`config.mk`:
```
export PLATFORM = sky130hd
export DESIGN_NAME = rph_top
export DESIGN_NICKNAME = d
export VERILOG_FILES = /design/src/rph_pkg.sv /design/src/rph_crc16.sv /design/src/rph_top.sv
export SDC_FILE = /design/constraint.sdc
export NUM_CORES = 1
export LEC_CHECK = 0
export BUFFER_PORTS_ARGS = -buffer_cell sky130_fd_sc_hd__buf_2
export CAP_MARGIN = 20
export CORE_MARGIN = 5
export CORE_UTILIZATION = 41
export CTS_CLUSTER_DIAMETER = 80
export CTS_CLUSTER_SIZE = 16
export DETAILED_ROUTE_END_ITERATION = 12
export GPL_TIMING_DRIVEN = 1
export PLACE_DENSITY_LB_ADDON = 0.2
export SETUP_SLACK_MARGIN = 0.2
export SYNTH_ARGS = -nofsm -noshare
export SYNTH_HDL_FRONTEND = slang
export SYNTH_HIERARCHICAL = 1
export SYNTH_SLANG_ARGS = --single-unit
```
`constraint.sdc`:
```
create_clock -name clk_i -period 2.35 [get_ports clk_i]
set_input_delay 0.235 -clock clk_i [delete_from_list [all_inputs] [get_ports clk_i]]
set_output_delay 0.235 -clock clk_i [all_outputs]
set_load 0.01 [all_outputs]
```
`src/rph_pkg.sv`:
```
// Constants, types and helpers shared by the radio packet handler
package rph_pkg;

	// ****************************************
	// Register byte addresses
	// ****************************************
	localparam logic [7:0] RPH_A_SYNC_HI   = 8'h00;
	localparam logic [7:0] RPH_A_SYNC_LO   = 8'h04;
	localparam logic [7:0] RPH_A_PACKET_LENGTH_REG    = 8'h08;
	localparam logic [7:0] RPH_A_CTRL_MAIN = 8'h0C;
	localparam logic [7:0] RPH_A_CTRL_FILT = 8'h10;
	localparam logic [7:0] RPH_A_NODE      = 8'h14;
	localparam logic [7:0] RPH_A_MDM_ONE   = 8'h18;
	localparam logic [7:0] RPH_A_MDM_TWO   = 8'h1C;
	localparam logic [7:0] RPH_A_SM_CFG    = 8'h20;
	localparam logic [7:0] RPH_A_CMD       = 8'h24;
	localparam logic [7:0] RPH_A_STATUS    = 8'h28;
	localparam logic [7:0] RPH_A_BAUD      = 8'h2C;

	// ****************************************
	// Reset values
	// ****************************************
	localparam logic [7:0]  RPH_RST_SYNC_HI   = 8'h5A;
	localparam logic [7:0]  RPH_RST_SYNC_LO   = 8'hC3;
	localparam logic [7:0]  RPH_RST_PACKET_LENGTH_REG    = 8'hFF;
	localparam logic [7:0]  RPH_RST_CTRL_MAIN = 8'h05;
	localparam logic [7:0]  RPH_RST_CTRL_FILT = 8'h04;
	localparam logic [7:0]  RPH_RST_NODE      = 8'h00;
	localparam logic [7:0]  RPH_RST_MDM_ONE   = 8'h03;
	localparam logic [7:0]  RPH_RST_MDM_TWO   = 8'h02;
	localparam logic [7:0]  RPH_RST_SM_CFG    = 8'h00;
	localparam logic [15:0] RPH_RST_BAUD      = 16'h00F9;

	// ****************************************
	// Field positions and encodings
	// ****************************************
	localparam int RPH_CRC_EN_BIT   = 2;
	localparam int RPH_APPEND_BIT   = 2;
	localparam int RPH_AFLUSH_BIT   = 3;
	localparam int RPH_TXOFF_LSB    = 2;
	localparam int RPH_CMD_TX       = 0;
	localparam int RPH_CMD_RX       = 1;
	localparam int RPH_CMD_IDLE     = 2;
	localparam int RPH_CMD_FLUSH_TX = 3;
	localparam int RPH_CMD_FLUSH_RX = 4;
	localparam int RPH_CRC_OK_BIT   = 7;
	localparam logic [1:0] RPH_LEN_FIXED = 2'h0;
	localparam logic [1:0] RPH_LEN_VAR   = 2'h1;
	localparam logic [1:0] RPH_LEN_INF   = 2'h2;
	localparam logic [1:0] RPH_ADR_ALL   = 2'h3;
	localparam logic [2:0] RPH_SYNC_NONE = 3'h0;
	localparam logic [2:0] RPH_SYNC_DUPA = 3'h3;
	localparam logic [2:0] RPH_SYNC_DUPB = 3'h7;
	localparam logic [1:0] RPH_EXIT_TX   = 2'h2;
	localparam logic [1:0] RPH_EXIT_RX   = 2'h3;
	localparam logic [7:0] RPH_PREAMBLE  = 8'hAA;
	localparam logic [7:0] RPH_BCAST_LO  = 8'h00;
	localparam logic [7:0] RPH_BCAST_HI  = 8'hFF;
	localparam logic [7:0] RPH_INF_MARK  = 8'hFF;
	localparam logic [15:0] RPH_CRC_POLY = 16'h8005;
	localparam logic [15:0] RPH_CRC_INIT = 16'hFFFF;

	// ****************************************
	// Types
	// ****************************************
	typedef enum {RPH_IDLE, RPH_RX, RPH_TX} rph_radio_t;
	typedef enum {T_IDLE, T_PRE, T_SYNC, T_WAIT, T_DATA, T_CRC, T_TAIL, T_UNDER} rph_tx_st_t;
	typedef enum {R_IDLE, R_HUNT, R_LEN, R_ADDR, R_DATA, R_CRC, R_CHK, R_ST1, R_ST2, R_FIN} rph_rx_st_t;

	typedef struct packed {
		logic       valid;
		logic [7:0] data;
	} rph_byte_t;

	// ****************************************
	// Helpers
	// ****************************************
	function automatic rph_radio_t rph_exit_state(input logic [1:0] mode);
		if (mode == RPH_EXIT_TX) begin
			return RPH_TX;
		end else if (mode == RPH_EXIT_RX) begin
			return RPH_RX;
		end
		return RPH_IDLE;
	endfunction

	function automatic logic rph_sync32(input logic [2:0] mode);
		return (mode == RPH_SYNC_DUPA) || (mode == RPH_SYNC_DUPB);
	endfunction

endpackage

```
`src/rph_crc16.sv`:
```
// Bytewise CRC-16 accumulator, MSB first
`timescale 1ns/1ps
module rph_crc16 (
	// Clock and reset
	input  wire logic        clk_i,
	input  wire logic        rst_i,
	// Byte stream
	input  wire logic        clr_i,
	input  wire logic        en_i,
	input  wire logic [7:0]  byte_i,
	output logic      [15:0] crc_o
);
	logic [15:0] next_crc;

	always_comb begin
		next_crc = crc_o;
		for (int i = 7; i >= 0; i--) begin
			if (next_crc[15] ^ byte_i[i]) begin
				next_crc = {next_crc[14:0], 1'b0} ^ rph_pkg::RPH_CRC_POLY;
			end else begin
				next_crc = {next_crc[14:0], 1'b0};
			end
		end
	end

	always_ff @(posedge clk_i) begin
		if (rst_i || clr_i) begin
			crc_o <= rph_pkg::RPH_CRC_INIT;
		end else if (en_i) begin
			crc_o <= next_crc;
		end
	end
endmodule

```
`src/rph_top.sv`:
```
// Radio packet handler: register slave, transmit framer and receive deframer
//
// The Wishbone register port and the register offsets were left to the implementer.
`timescale 1ns/1ps
module rph_top (
	// Clock and reset
	input  wire logic               clk_i,
	input  wire logic               rst_i,
	// Wishbone slave
	input  wire logic               wb_cyc_i,
	input  wire logic               wb_stb_i,
	input  wire logic               wb_we_i,
	input  wire logic [7:0]         wb_adr_i,
	input  wire logic [3:0]         wb_sel_i,
	input  wire logic [31:0]        wb_dat_i,
	output logic                    wb_ack_o,
	output logic      [31:0]        wb_dat_o,
	// Transmit FIFO read side
	input  wire rph_pkg::rph_byte_t tx_byte_i,
	output logic                    tx_pop_o,
	output logic                    tx_flush_o,
	// Receive FIFO write side
	output rph_pkg::rph_byte_t      rx_wr_o,
	output logic                    rx_flush_o,
	// Modem bit streams
	output logic                    mod_bit_o,
	output logic                    mod_en_o,
	output logic                    mod_tick_o,
	input  wire logic               dem_bit_i,
	input  wire logic               dem_valid_i,
	input  wire logic [7:0]         rssi_i
);
	// ****************************************
	// Declarations
	// ****************************************
	logic [7:0]  sync_word_high;
	logic [7:0]  sync_word_low;
	logic [7:0]  packet_length_reg;
	logic [7:0]  packet_control_main;
	logic [7:0]  packet_control_filter;
	logic [7:0]  node_addr;
	logic [7:0]  modem_config_one;
	logic [7:0]  modem_config_two;
	logic [7:0]  state_machine_config;
	logic [15:0] baud_div;
	logic [15:0] baud_cnt;
	logic        tick;
	logic        req;
	logic        wr_go;
	logic [4:0]  cmd;
	logic [31:0] next_rd;
	logic [1:0]  len_cfg;
	logic [1:0]  address_check_field;
	logic [1:0]  receive_exit_mode;
	logic [1:0]  transmit_exit_mode;
	logic        crc_en;
	logic        framed;
	rph_pkg::rph_radio_t radio;
	rph_pkg::rph_tx_st_t tx_st;
	rph_pkg::rph_rx_st_t rx_st;
	logic [7:0]  tx_sh;
	logic [2:0]  tx_bit;
	logic [7:0]  tx_cnt;
	logic [7:0]  tx_len;
	logic [2:0]  tx_pre;
	logic [1:0]  tx_sidx;
	logic [1:0]  sync_last;
	logic        tx_first;
	logic        tx_under;
	logic        tx_done;
	logic        tx_end;
	logic        tx_take;
	logic [15:0] tx_crc;
	logic [7:0]  rx_sh;
	logic [2:0]  rx_bit;
	logic [31:0] rx_hunt;
	logic [31:0] next_hunt;
	logic [7:0]  rx_byte;
	logic        rx_bv;
	logic        rx_hit;
	logic [7:0]  rx_cnt;
	logic [7:0]  next_rx_cnt;
	logic [7:0]  rx_len;
	logic        rx_end;
	logic        rx_adr_ok;
	logic        rx_sidx;
	logic        rx_ok;
	logic        rx_pend;
	logic [7:0]  rx_pend_data;
	logic        rx_done;
	logic        rx_crc_clr;
	logic [15:0] rx_crc;
	rph_pkg::rph_rx_st_t rx_head;
	rph_pkg::rph_rx_st_t rx_after_len;
	rph_pkg::rph_rx_st_t rx_tail;

	assign len_cfg             = packet_control_main[1:0];
	assign crc_en              = packet_control_main[rph_pkg::RPH_CRC_EN_BIT];
	assign address_check_field = packet_control_filter[1:0];
	assign receive_exit_mode   = state_machine_config[1:0];
	assign transmit_exit_mode  = state_machine_config[rph_pkg::RPH_TXOFF_LSB +: 2];
	assign framed              = modem_config_two[2:0] != rph_pkg::RPH_SYNC_NONE;
	assign sync_last           = rph_pkg::rph_sync32(modem_config_two[2:0]) ? 2'h3 : 2'h1;

	// ****************************************
	// Wishbone slave and registers
	// ****************************************
	assign req   = wb_cyc_i & wb_stb_i;
	assign wr_go = req & wb_we_i & wb_ack_o;
	assign cmd   = (wr_go && wb_sel_i[0] && wb_adr_i == rph_pkg::RPH_A_CMD) ? wb_dat_i[4:0] : 5'h00;

	always_ff @(posedge clk_i) begin
		if (rst_i) begin
			wb_ack_o <= 1'b0;
			wb_dat_o <= 32'h0000_0000;
		end else begin
			wb_ack_o <= req & ~wb_ack_o;
			if (req && !wb_ack_o) begin
				wb_dat_o <= next_rd;
			end
		end
	end

	always_comb begin
		next_rd = 32'h0000_0000;
		case (wb_adr_i)
			rph_pkg::RPH_A_SYNC_HI:   next_rd[7:0] = sync_word_high;
			rph_pkg::RPH_A_SYNC_LO:   next_rd[7:0] = sync_word_low;
			rph_pkg::RPH_A_PACKET_LENGTH_REG:    next_rd[7:0] = packet_length_reg;
			rph_pkg::RPH_A_CTRL_MAIN: next_rd[7:0] = packet_control_main;
			rph_pkg::RPH_A_CTRL_FILT: next_rd[7:0] = packet_control_filter;
			rph_pkg::RPH_A_NODE:      next_rd[7:0] = node_addr;
			rph_pkg::RPH_A_MDM_ONE:   next_rd[7:0] = modem_config_one;
			rph_pkg::RPH_A_MDM_TWO:   next_rd[7:0] = modem_config_two;
			rph_pkg::RPH_A_SM_CFG:    next_rd[7:0] = state_machine_config;
			rph_pkg::RPH_A_BAUD:      next_rd[15:0] = baud_div;
			rph_pkg::RPH_A_STATUS: begin
				next_rd[0]    = radio == rph_pkg::RPH_RX;
				next_rd[1]    = radio == rph_pkg::RPH_TX;
				next_rd[2]    = tx_under;
				next_rd[3]    = rx_ok;
				next_rd[15:8] = rx_cnt;
			end
			default:                  next_rd = 32'h0000_0000;
		endcase
	end

	// Configuration may be rewritten at any time, also mid-packet
	always_ff @(posedge clk_i) begin
		if (rst_i) begin
			sync_word_high        <= rph_pkg::RPH_RST_SYNC_HI;
			sync_word_low         <= rph_pkg::RPH_RST_SYNC_LO;
			packet_length_reg     <= rph_pkg::RPH_RST_PACKET_LENGTH_REG;
			packet_control_main   <= rph_pkg::RPH_RST_CTRL_MAIN;
			packet_control_filter <= rph_pkg::RPH_RST_CTRL_FILT;
			node_addr             <= rph_pkg::RPH_RST_NODE;
			modem_config_one      <= rph_pkg::RPH_RST_MDM_ONE;
			modem_config_two      <= rph_pkg::RPH_RST_MDM_TWO;
			state_machine_config  <= rph_pkg::RPH_RST_SM_CFG;
			baud_div              <= rph_pkg::RPH_RST_BAUD;
		end else if (wr_go) begin
			if (wb_sel_i[0]) begin
				case (wb_adr_i)
					rph_pkg::RPH_A_SYNC_HI:   sync_word_high <= wb_dat_i[7:0];
					rph_pkg::RPH_A_SYNC_LO:   sync_word_low <= wb_dat_i[7:0];
					rph_pkg::RPH_A_PACKET_LENGTH_REG:    packet_length_reg <= wb_dat_i[7:0];
					rph_pkg::RPH_A_CTRL_MAIN: packet_control_main <= wb_dat_i[7:0];
					rph_pkg::RPH_A_CTRL_FILT: packet_control_filter <= wb_dat_i[7:0];
					rph_pkg::RPH_A_NODE:      node_addr <= wb_dat_i[7:0];
					rph_pkg::RPH_A_MDM_ONE:   modem_config_one <= wb_dat_i[7:0];
					rph_pkg::RPH_A_MDM_TWO:   modem_config_two <= wb_dat_i[7:0];
					rph_pkg::RPH_A_SM_CFG:    state_machine_config <= wb_dat_i[7:0];
					rph_pkg::RPH_A_BAUD:      baud_div[7:0] <= wb_dat_i[7:0];
					default:                  baud_div <= baud_div;
				endcase
			end
			if (wb_sel_i[1] && wb_adr_i == rph_pkg::RPH_A_BAUD) begin
				baud_div[15:8] <= wb_dat_i[15:8];
			end
		end
	end

	// ****************************************
	// Bit rate divider and radio state
	// ****************************************
	always_ff @(posedge clk_i) begin
		if (rst_i) begin
			baud_cnt   <= 16'h0000;
			tick       <= 1'b0;
			mod_tick_o <= 1'b0;
		end else begin
			tick       <= baud_cnt == 16'h0000;
			baud_cnt   <= (baud_cnt == 16'h0000) ? baud_div : baud_cnt - 16'h0001;
			// Marks only the ticks that launch a new bit
			mod_tick_o <= tick && radio == rph_pkg::RPH_TX
				&& tx_st inside {rph_pkg::T_PRE, rph_pkg::T_SYNC, rph_pkg::T_DATA, rph_pkg::T_CRC};
		end
	end

	// An underflowed transmitter holds the radio until the flush strobe
	always_ff @(posedge clk_i) begin
		if (rst_i) begin
			radio <= rph_pkg::RPH_IDLE;
		end else if (tx_under) begin
			if (cmd[rph_pkg::RPH_CMD_FLUSH_TX]) begin
				radio <= rph_pkg::RPH_IDLE;
			end
		end else if (cmd[rph_pkg::RPH_CMD_IDLE]) begin
			radio <= rph_pkg::RPH_IDLE;
		end else if (cmd[rph_pkg::RPH_CMD_TX]) begin
			radio <= rph_pkg::RPH_TX;
		end else if (cmd[rph_pkg::RPH_CMD_RX]) begin
			radio <= rph_pkg::RPH_RX;
		end else if (tx_done) begin
			radio <= rph_pkg::rph_exit_state(transmit_exit_mode);
		end else if (rx_done) begin
			radio <= rph_pkg::rph_exit_state(receive_exit_mode);
		end
	end

	// ****************************************
	// Transmit framer
	// ****************************************
	rph_crc16 u_tx_crc (
		.clk_i  (clk_i),
		.rst_i  (rst_i),
		.clr_i  (tx_st == rph_pkg::T_IDLE),
		.en_i   (tx_take && tx_byte_i.valid),
		.byte_i (tx_byte_i.data),
		.crc_o  (tx_crc)
	);

	always_comb begin
		tx_end = 1'b0;
		if (len_cfg == rph_pkg::RPH_LEN_FIXED) begin
			tx_end = tx_cnt == packet_length_reg;
		end else if (len_cfg == rph_pkg::RPH_LEN_VAR) begin
			tx_end = !tx_first && tx_cnt == tx_len;
		end
		tx_take = tick && (tx_st == rph_pkg::T_WAIT || (tx_bit == 3'h7
			&& ((tx_st == rph_pkg::T_SYNC && tx_sidx == sync_last) || (tx_st == rph_pkg::T_DATA && !tx_end))));
	end

	always_ff @(posedge clk_i) begin
		if (rst_i) begin
			tx_st      <= rph_pkg::T_IDLE;
			tx_sh      <= 8'h00;
			tx_bit     <= 3'h0;
			tx_cnt     <= 8'h00;
			tx_len     <= 8'h00;
			tx_pre     <= 3'h0;
			tx_sidx    <= 2'h0;
			tx_first   <= 1'b0;
			tx_under   <= 1'b0;
			tx_done    <= 1'b0;
			tx_pop_o   <= 1'b0;
			tx_flush_o <= 1'b0;
			mod_bit_o  <= 1'b0;
			mod_en_o   <= 1'b0;
		end else begin
			tx_pop_o   <= 1'b0;
			tx_done    <= 1'b0;
			tx_flush_o <= cmd[rph_pkg::RPH_CMD_FLUSH_TX];
			if (tx_st == rph_pkg::T_UNDER) begin
				if (cmd[rph_pkg::RPH_CMD_FLUSH_TX]) begin
					tx_under <= 1'b0;
					tx_st    <= rph_pkg::T_IDLE;
				end
			end else if (tx_st == rph_pkg::T_IDLE) begin
				if (radio == rph_pkg::RPH_TX && !tx_done) begin
					tx_cnt   <= 8'h00;
					tx_bit   <= 3'h0;
					tx_first <= len_cfg == rph_pkg::RPH_LEN_VAR;
					tx_sh    <= rph_pkg::RPH_PREAMBLE;
					tx_pre   <= modem_config_one[2:0];
					tx_st    <= framed ? rph_pkg::T_PRE : rph_pkg::T_WAIT;
					mod_en_o <= framed;
				end
			end else if (radio != rph_pkg::RPH_TX) begin
				tx_st    <= rph_pkg::T_IDLE;
				mod_en_o <= 1'b0;
			end else if (tx_take) begin
				if (tx_st != rph_pkg::T_WAIT) begin
					mod_bit_o <= tx_sh[7];
					tx_bit    <= tx_bit + 3'h1;
				end
				if (tx_byte_i.valid) begin
					tx_sh    <= tx_byte_i.data;
					tx_pop_o <= 1'b1;
					mod_en_o <= 1'b1;
					tx_st    <= rph_pkg::T_DATA;
					if (tx_first) begin
						tx_len   <= tx_byte_i.data;
						tx_first <= 1'b0;
					end else begin
						tx_cnt <= tx_cnt + 8'h01;
					end
				end else begin
					tx_st    <= rph_pkg::T_UNDER;
					tx_under <= 1'b1;
					mod_en_o <= 1'b0;
				end
			end else if (tick) begin
				if (tx_st == rph_pkg::T_TAIL) begin
					tx_st    <= rph_pkg::T_IDLE;
					mod_en_o <= 1'b0;
					tx_done  <= 1'b1;
				end else begin
					mod_bit_o <= tx_sh[7];
					tx_sh     <= {tx_sh[6:0], 1'b0};
					tx_bit    <= tx_bit + 3'h1;
					if (tx_bit == 3'h7) begin
						case (tx_st)
							rph_pkg::T_PRE: begin
								if (tx_pre != 3'h0) begin
									tx_pre <= tx_pre - 3'h1;
									tx_sh  <= rph_pkg::RPH_PREAMBLE;
								end else if (tx_byte_i.valid) begin
									tx_sh   <= sync_word_high;
									tx_sidx <= 2'h0;
									tx_st   <= rph_pkg::T_SYNC;
								end else begin
									tx_sh <= rph_pkg::RPH_PREAMBLE;
								end
							end
							rph_pkg::T_SYNC: begin
								tx_sidx <= tx_sidx + 2'h1;
								tx_sh   <= tx_sidx[0] ? sync_word_high : sync_word_low;
							end
							rph_pkg::T_DATA: begin
								if (crc_en) begin
									tx_sh   <= tx_crc[15:8];
									tx_sidx <= 2'h0;
									tx_st   <= rph_pkg::T_CRC;
								end else begin
									tx_st <= rph_pkg::T_TAIL;
								end
							end
							rph_pkg::T_CRC: begin
								if (tx_sidx == 2'h0) begin
									tx_sh   <= tx_crc[7:0];
									tx_sidx <= 2'h1;
								end else begin
									tx_st <= rph_pkg::T_TAIL;
								end
							end
							default: tx_st <= tx_st;
						endcase
					end
				end
			end
		end
	end

	// ****************************************
	// Receive deframer
	// ****************************************
	rph_crc16 u_rx_crc (
		.clk_i  (clk_i),
		.rst_i  (rst_i),
		.clr_i  (rx_crc_clr),
		.en_i   (rx_bv),
		.byte_i (rx_byte),
		.crc_o  (rx_crc)
	);

	always_comb begin
		rx_byte      = {rx_sh[6:0], dem_bit_i};
		rx_bv        = dem_valid_i && rx_bit == 3'h7 && rx_st inside {rph_pkg::R_LEN, rph_pkg::R_ADDR,
			rph_pkg::R_DATA, rph_pkg::R_CRC};
		next_hunt    = {rx_hunt[30:0], dem_bit_i};
		rx_hit       = rph_pkg::rph_sync32(modem_config_two[2:0])
			? next_hunt == {sync_word_high, sync_word_low, sync_word_high, sync_word_low}
			: next_hunt[15:0] == {sync_word_high, sync_word_low};
		next_rx_cnt  = rx_cnt + 8'h01;
		rx_end       = (len_cfg == rph_pkg::RPH_LEN_FIXED && next_rx_cnt == packet_length_reg)
			|| (len_cfg == rph_pkg::RPH_LEN_VAR && next_rx_cnt == rx_len);
		rx_adr_ok    = rx_byte == node_addr
			|| (address_check_field[1] && rx_byte == rph_pkg::RPH_BCAST_LO)
			|| (address_check_field == rph_pkg::RPH_ADR_ALL && rx_byte == rph_pkg::RPH_BCAST_HI);
		rx_after_len = (address_check_field != 2'h0) ? rph_pkg::R_ADDR : rph_pkg::R_DATA;
		rx_head      = (len_cfg == rph_pkg::RPH_LEN_VAR) ? rph_pkg::R_LEN : rx_after_len;
		rx_tail      = crc_en ? rph_pkg::R_CRC : rph_pkg::R_CHK;
		rx_crc_clr   = (rx_st == rph_pkg::R_IDLE) || (rx_st == rph_pkg::R_HUNT && dem_valid_i && rx_hit);
	end

	always_ff @(posedge clk_i) begin
		if (rst_i) begin
			rx_st        <= rph_pkg::R_IDLE;
			rx_sh        <= 8'h00;
			rx_bit       <= 3'h0;
			rx_hunt      <= 32'h0000_0000;
			rx_cnt       <= 8'h00;
			rx_len       <= 8'h00;
			rx_sidx      <= 1'b0;
			rx_ok        <= 1'b0;
			rx_pend      <= 1'b0;
			rx_pend_data <= 8'h00;
			rx_done      <= 1'b0;
			rx_wr_o      <= '0;
			rx_flush_o   <= 1'b0;
		end else begin
			rx_wr_o.valid <= 1'b0;
			rx_done       <= 1'b0;
			rx_flush_o    <= cmd[rph_pkg::RPH_CMD_FLUSH_RX];
			if (rx_st == rph_pkg::R_IDLE) begin
				if (radio == rph_pkg::RPH_RX && !rx_done) begin
					rx_st  <= framed ? rph_pkg::R_HUNT : rx_head;
					rx_bit <= 3'h0;
					rx_cnt <= 8'h00;
				end
			end else if (radio != rph_pkg::RPH_RX) begin
				rx_st   <= rph_pkg::R_IDLE;
				rx_pend <= 1'b0;
			end else begin
				case (rx_st)
					rph_pkg::R_HUNT: begin
						if (dem_valid_i) begin
							rx_hunt <= next_hunt;
							if (rx_hit) begin
								rx_st   <= rx_head;
								rx_bit  <= 3'h0;
								rx_cnt  <= 8'h00;
								rx_hunt <= 32'h0000_0000;
							end
						end
					end
					rph_pkg::R_CHK: begin
						rx_ok <= !crc_en || rx_crc == 16'h0000;
						rx_st <= packet_control_filter[rph_pkg::RPH_APPEND_BIT] ? rph_pkg::R_ST1 : rph_pkg::R_FIN;
					end
					rph_pkg::R_ST1: begin
						rx_wr_o <= '{valid: 1'b1, data: rssi_i};
						rx_st   <= rph_pkg::R_ST2;
					end
					rph_pkg::R_ST2: begin
						rx_wr_o <= '{valid: 1'b1, data: {rx_ok, 7'h00}};
						rx_st   <= rph_pkg::R_FIN;
					end
					rph_pkg::R_FIN: begin
						if (!rx_ok && packet_control_filter[rph_pkg::RPH_AFLUSH_BIT]) begin
							rx_flush_o <= 1'b1;
						end
						rx_done <= 1'b1;
						rx_st   <= rph_pkg::R_IDLE;
					end
					default: begin
						if (dem_valid_i) begin
							rx_sh  <= rx_byte;
							rx_bit <= rx_bit + 3'h1;
						end
						if (rx_pend) begin
							rx_wr_o <= '{valid: 1'b1, data: rx_pend_data};
							rx_pend <= 1'b0;
						end
						if (rx_bv) begin
							case (rx_st)
								rph_pkg::R_LEN: begin
									if (rx_byte > packet_length_reg) begin
										rx_st <= rph_pkg::R_HUNT;
									end else begin
										rx_wr_o <= '{valid: 1'b1, data: rx_byte};
										rx_len  <= rx_byte;
										rx_st   <= rx_after_len;
									end
								end
								rph_pkg::R_ADDR: begin
									if (!rx_adr_ok) begin
										rx_st <= rph_pkg::R_HUNT;
									end else begin
										rx_cnt <= next_rx_cnt;
										rx_st  <= rx_end ? rx_tail : rph_pkg::R_DATA;
										if (len_cfg == rph_pkg::RPH_LEN_INF) begin
											rx_wr_o      <= '{valid: 1'b1, data: rph_pkg::RPH_INF_MARK};
											rx_pend      <= 1'b1;
											rx_pend_data <= rx_byte;
										end else begin
											rx_wr_o <= '{valid: 1'b1, data: rx_byte};
										end
									end
								end
								rph_pkg::R_DATA: begin
									rx_wr_o <= '{valid: 1'b1, data: rx_byte};
									rx_cnt  <= next_rx_cnt;
									if (rx_end) begin
										rx_st   <= rx_tail;
										rx_sidx <= 1'b0;
									end
								end
								rph_pkg::R_CRC: begin
									rx_sidx <= 1'b1;
									if (rx_sidx) begin
										rx_st <= rph_pkg::R_CHK;
									end
								end
								default: rx_st <= rx_st;
							endcase
						end
					end
				endcase
			end
		end
	end
endmodule

```
==> metrics.md <==
| Metric | Value |
|---|---|
| Outcome | `complete, no violations` |
| Synthesis Warnings | `6` |
| Synth area leaders | `dfxtp_1 38%, nand2_1 7.2%, a21oi_1 5.6%` |
| Hold crit path type | `in2reg` |
| Root Driver | `clkbuf_16` |
| Required time of the critical path | `2820 ps` |
| # H-tree levels | `1` |
| FP Rows | `69` |
| Grt total ovfl | `0` |
| Post-route ant nets | `0` |
| N_diodes | `0` |
| Max stage delay on crit path | `470 ps` |
| Pint | `0.00764 W` |
| Yosys reg bits | `282` |
| Largest area contributor in the netlist | `dfxtp_1` |
| Overall Power | `0.0108 W` |
| Sequential-to-total area share from yosys stat | `38.3%` |
| Crit. End Element | `flop` |
| Max cap viols | `0` |
| Worst slew pin tran | `902 ps` |
| DR DRC count | `0` |
| DP Cell Count | `2457` |
| Final Core Density | `54.1%` |
| Initial DRC count | `1453` |
| Clock Skew | `14.8 ps` |
| Logic gate share of total power | `19.6%` |
| Die W | `199 um` |
| Ys async rst share | `0%` |
| Initial Util | `41.5%` |
| Vias/cell | `5.79` |
| Number of library cell types mapped by synthesis | `74` |
| Sw frac | `29.1%` |
| Worst Setup Start Kind | `flop` |
| Gpl congestion | `0.962` |
| Max FFs per register | `31` |
| Synth Flop Type | `dfxtp_1` |
| P_leak | `7.22 nW` |
| NetSw | `0.00313 W` |
| WL final | `51.2 mm` |
| Non-Filler Instances | `2542` |
| Crit-path cells | `ha_1 -> ha_1 -> nand2_1 -> or4_4 -> inv_2 -> o21ai_2 -> a211o_1 -> or4_4 -> a21oi_2` |
| Nets | `2163` |
| Crit Path Class | `reg2reg` |
| Core area | `35500 um2` |
| Crit path DAT | `2800 ps` |
| Gr usage total | `24.5%` |
| Area share of the largest cell type after synthesis | `38.3%` |
| Multi-input gate area | `9420 um2` |
| Largest net degree at the start of global routing | `67` |
| Initial antenna violation count | `2` |
| Max Fclk | `0.429 GHz` |
| Seq pwr share | `46.3%` |
| Clock share of power | `34.1%` |
| Gate Count Post-Synth | `1851` |
| Final Setup Violations | `0` |
| Worst Reg-to-Reg Cells | `9` |
| CTS max path bufs | `3` |
| Mean post-synth cell area | `7.95 um2` |
| Synth top cells by count | `282 x dfxtp_1, 282 x nand2_1, 165 x a21oi_1, 150 x nand3_1, 147 x nor2_1` |
| Number of global-route vias before repair | `13870` |
| DRT Pass-1 Iters | `6` |
| Register name with the most flops | `rx_hunt` |
| Clk slew on worst S/H paths | `70 ps` |
| Via count | `14728` |
| PortBufs | `81` |
| EDFF count, synth | `0` |
| Layout cells sized above 1 | `30.1%` |
| CTS buffer count | `22` |
| Crit share post-route | `99.2%` |
| First-pass GRT wire length | `78.8 mm` |
| Crit path time final | `2330 ps` |
| Hold path cells | `5` |
| FF/Latch Area | `5760 um2` |
| Area Overhead vs Synth | `30.4%` |
| I/O pin cnt | `116` |
| Final Slew Violations | `0` |
| CP max stage cell | `or4_4` |
| Die ar. | `39800 um2` |
| RSZ-0062 raised after global routing | `true` |
| Clock latency at the later pin of the worst-skew pair | `530 ps` |
| Hold Fails Final Rpt | `0` |
| PD cells | `561 nW/um2` |
| Worst-path maximum fanout | `4` |
| Chip Height | `199 um` |
| Worst relative slew slack | `39.4%` |
| Filler cells | `3310` |
| DR WL/cell | `20.1 um` |
| Hpwl dp | `36.3 mm` |
| CTS sink count | `282` |
| Max VDD drop | `0.000474 V` |
| CTS tree | `built` |
| Mapped Area | `14700 um2` |
final timing paths:
| check | from | slack (ps) | endpoint |
|---|---|---|---|
| hold reg to reg | packet_control_main[6] | 460 | packet_control_main[6] |
| hold / removal | rssi_i[4] | 30 | rx_wr_o[4] |
| setup reg to reg | rx_bit[0] | 20 | rx_cnt[4] |
| setup / recovery | rx_bit[0] | 20 | rx_cnt[4] |
kinds of logic (layout without fill, tap and decap cells):
family / count (synthesis) / after routing / share of synthesized area [%]
AND/OR/NAND/NOR: 754 / 754 / 23.5
flip-flops: 282 / 282 / 38.3
other: 1 / 16 / 0.0255
XOR/XNOR: 129 / 129 / 8.09
AO/OA/AOI/OAI: 413 / 413 / 17.9
multiplexers: 73 / 73 / 5.02
buffers and inverters: 180 / 395 / 5.44
adder cells (fa/ha/maj): 19 / 19 / 1.61
power by group through the flow:
stage          sequential, W  clock (W)  combinational (W)
6_report             0.00499    0.00367            0.00211
5_1_grt              0.00500    0.00398            0.00231
4_1_cts              0.00500    0.00376            0.00186
3_5_place_dp         0.00511          0            0.00176
3_3_place_gp         0.00511          0            0.00175
2_1_floorplan        0.00507          0            0.00117
metal layers:
metal  GRT usage, %  routed length, um  up-vias
met5              0                 36        -
met3           2.77               3310       80
met2           40.7              24700      524
li1               -                  -     6980
met1           34.0              21900     7140
met4           6.44               1260        4
cell type report:
cell class / count / area share, %
tap: 461 / 3.01
sequential: 282 / 30.0
multi-input combinational: 1404 / 49.1
timing repair buffer: 335 / 13.9
inverter: 31 / 0.684
clock buffer: 25 / 3.09
clock inverter: 4 / 0.267
what timing repair did:
action                                  in CTS  in global routing
endpoints found under the setup margin     107                111
pin swaps                                   46                 80
resized for setup                          148                239
cloned                                       4                  3
hold buffers                                 8                  0
endpoints found under the hold margin        8                  0
buffers inserted                            19                 22
per-stage QoR:
stage	setup slack, ps	TNS, ps	area, um2	hold WS (ps)
2_1_floorplan	98.0	0	14800	373
3_3_place_gp	-243	-5970	16700	441
3_5_place_dp	-221	-3870	16700	447
4_1_cts	19.2	0	18100	5.32
5_1_grt	-76.4	-414	19200	26.7
6_report	17.9	0	19200	26.6
layout by cell type (no fill, tap or decap), types with 18 or more instances in the layout:
cell type	synthesis	final
dfxtp_1	282	228
xor2_1	44	38
a21oi_1	165	147
dfxtp_2	0	35
nand2_2	0	25
nor2_1	147	132
a22oi_1	21	20
xnor2_1	80	74
inv_1	29	28
nand2_1	282	250
buf_2	13	80
dfxtp_4	0	19
buf_4	27	191
nor3_1	44	27
nand4_1	20	20
o21ai_0	51	30
mux2i_1	66	62
clkbuf_16	0	25
buf_6	1	42
a211oi_1	25	18
a31oi_1	32	29
nand3_1	150	143
worst max-delay path: cells and delay by family, from the launching register on:
kind,cells,cell delay (ps)
buffers and inverters,1,100
AO/OA/AOI/OAI,3,530
adder cells (fa/ha/maj),2,350
flip-flops,1,340
AND/OR/NAND/NOR,3,950
(Power assumes the default switching activity.)
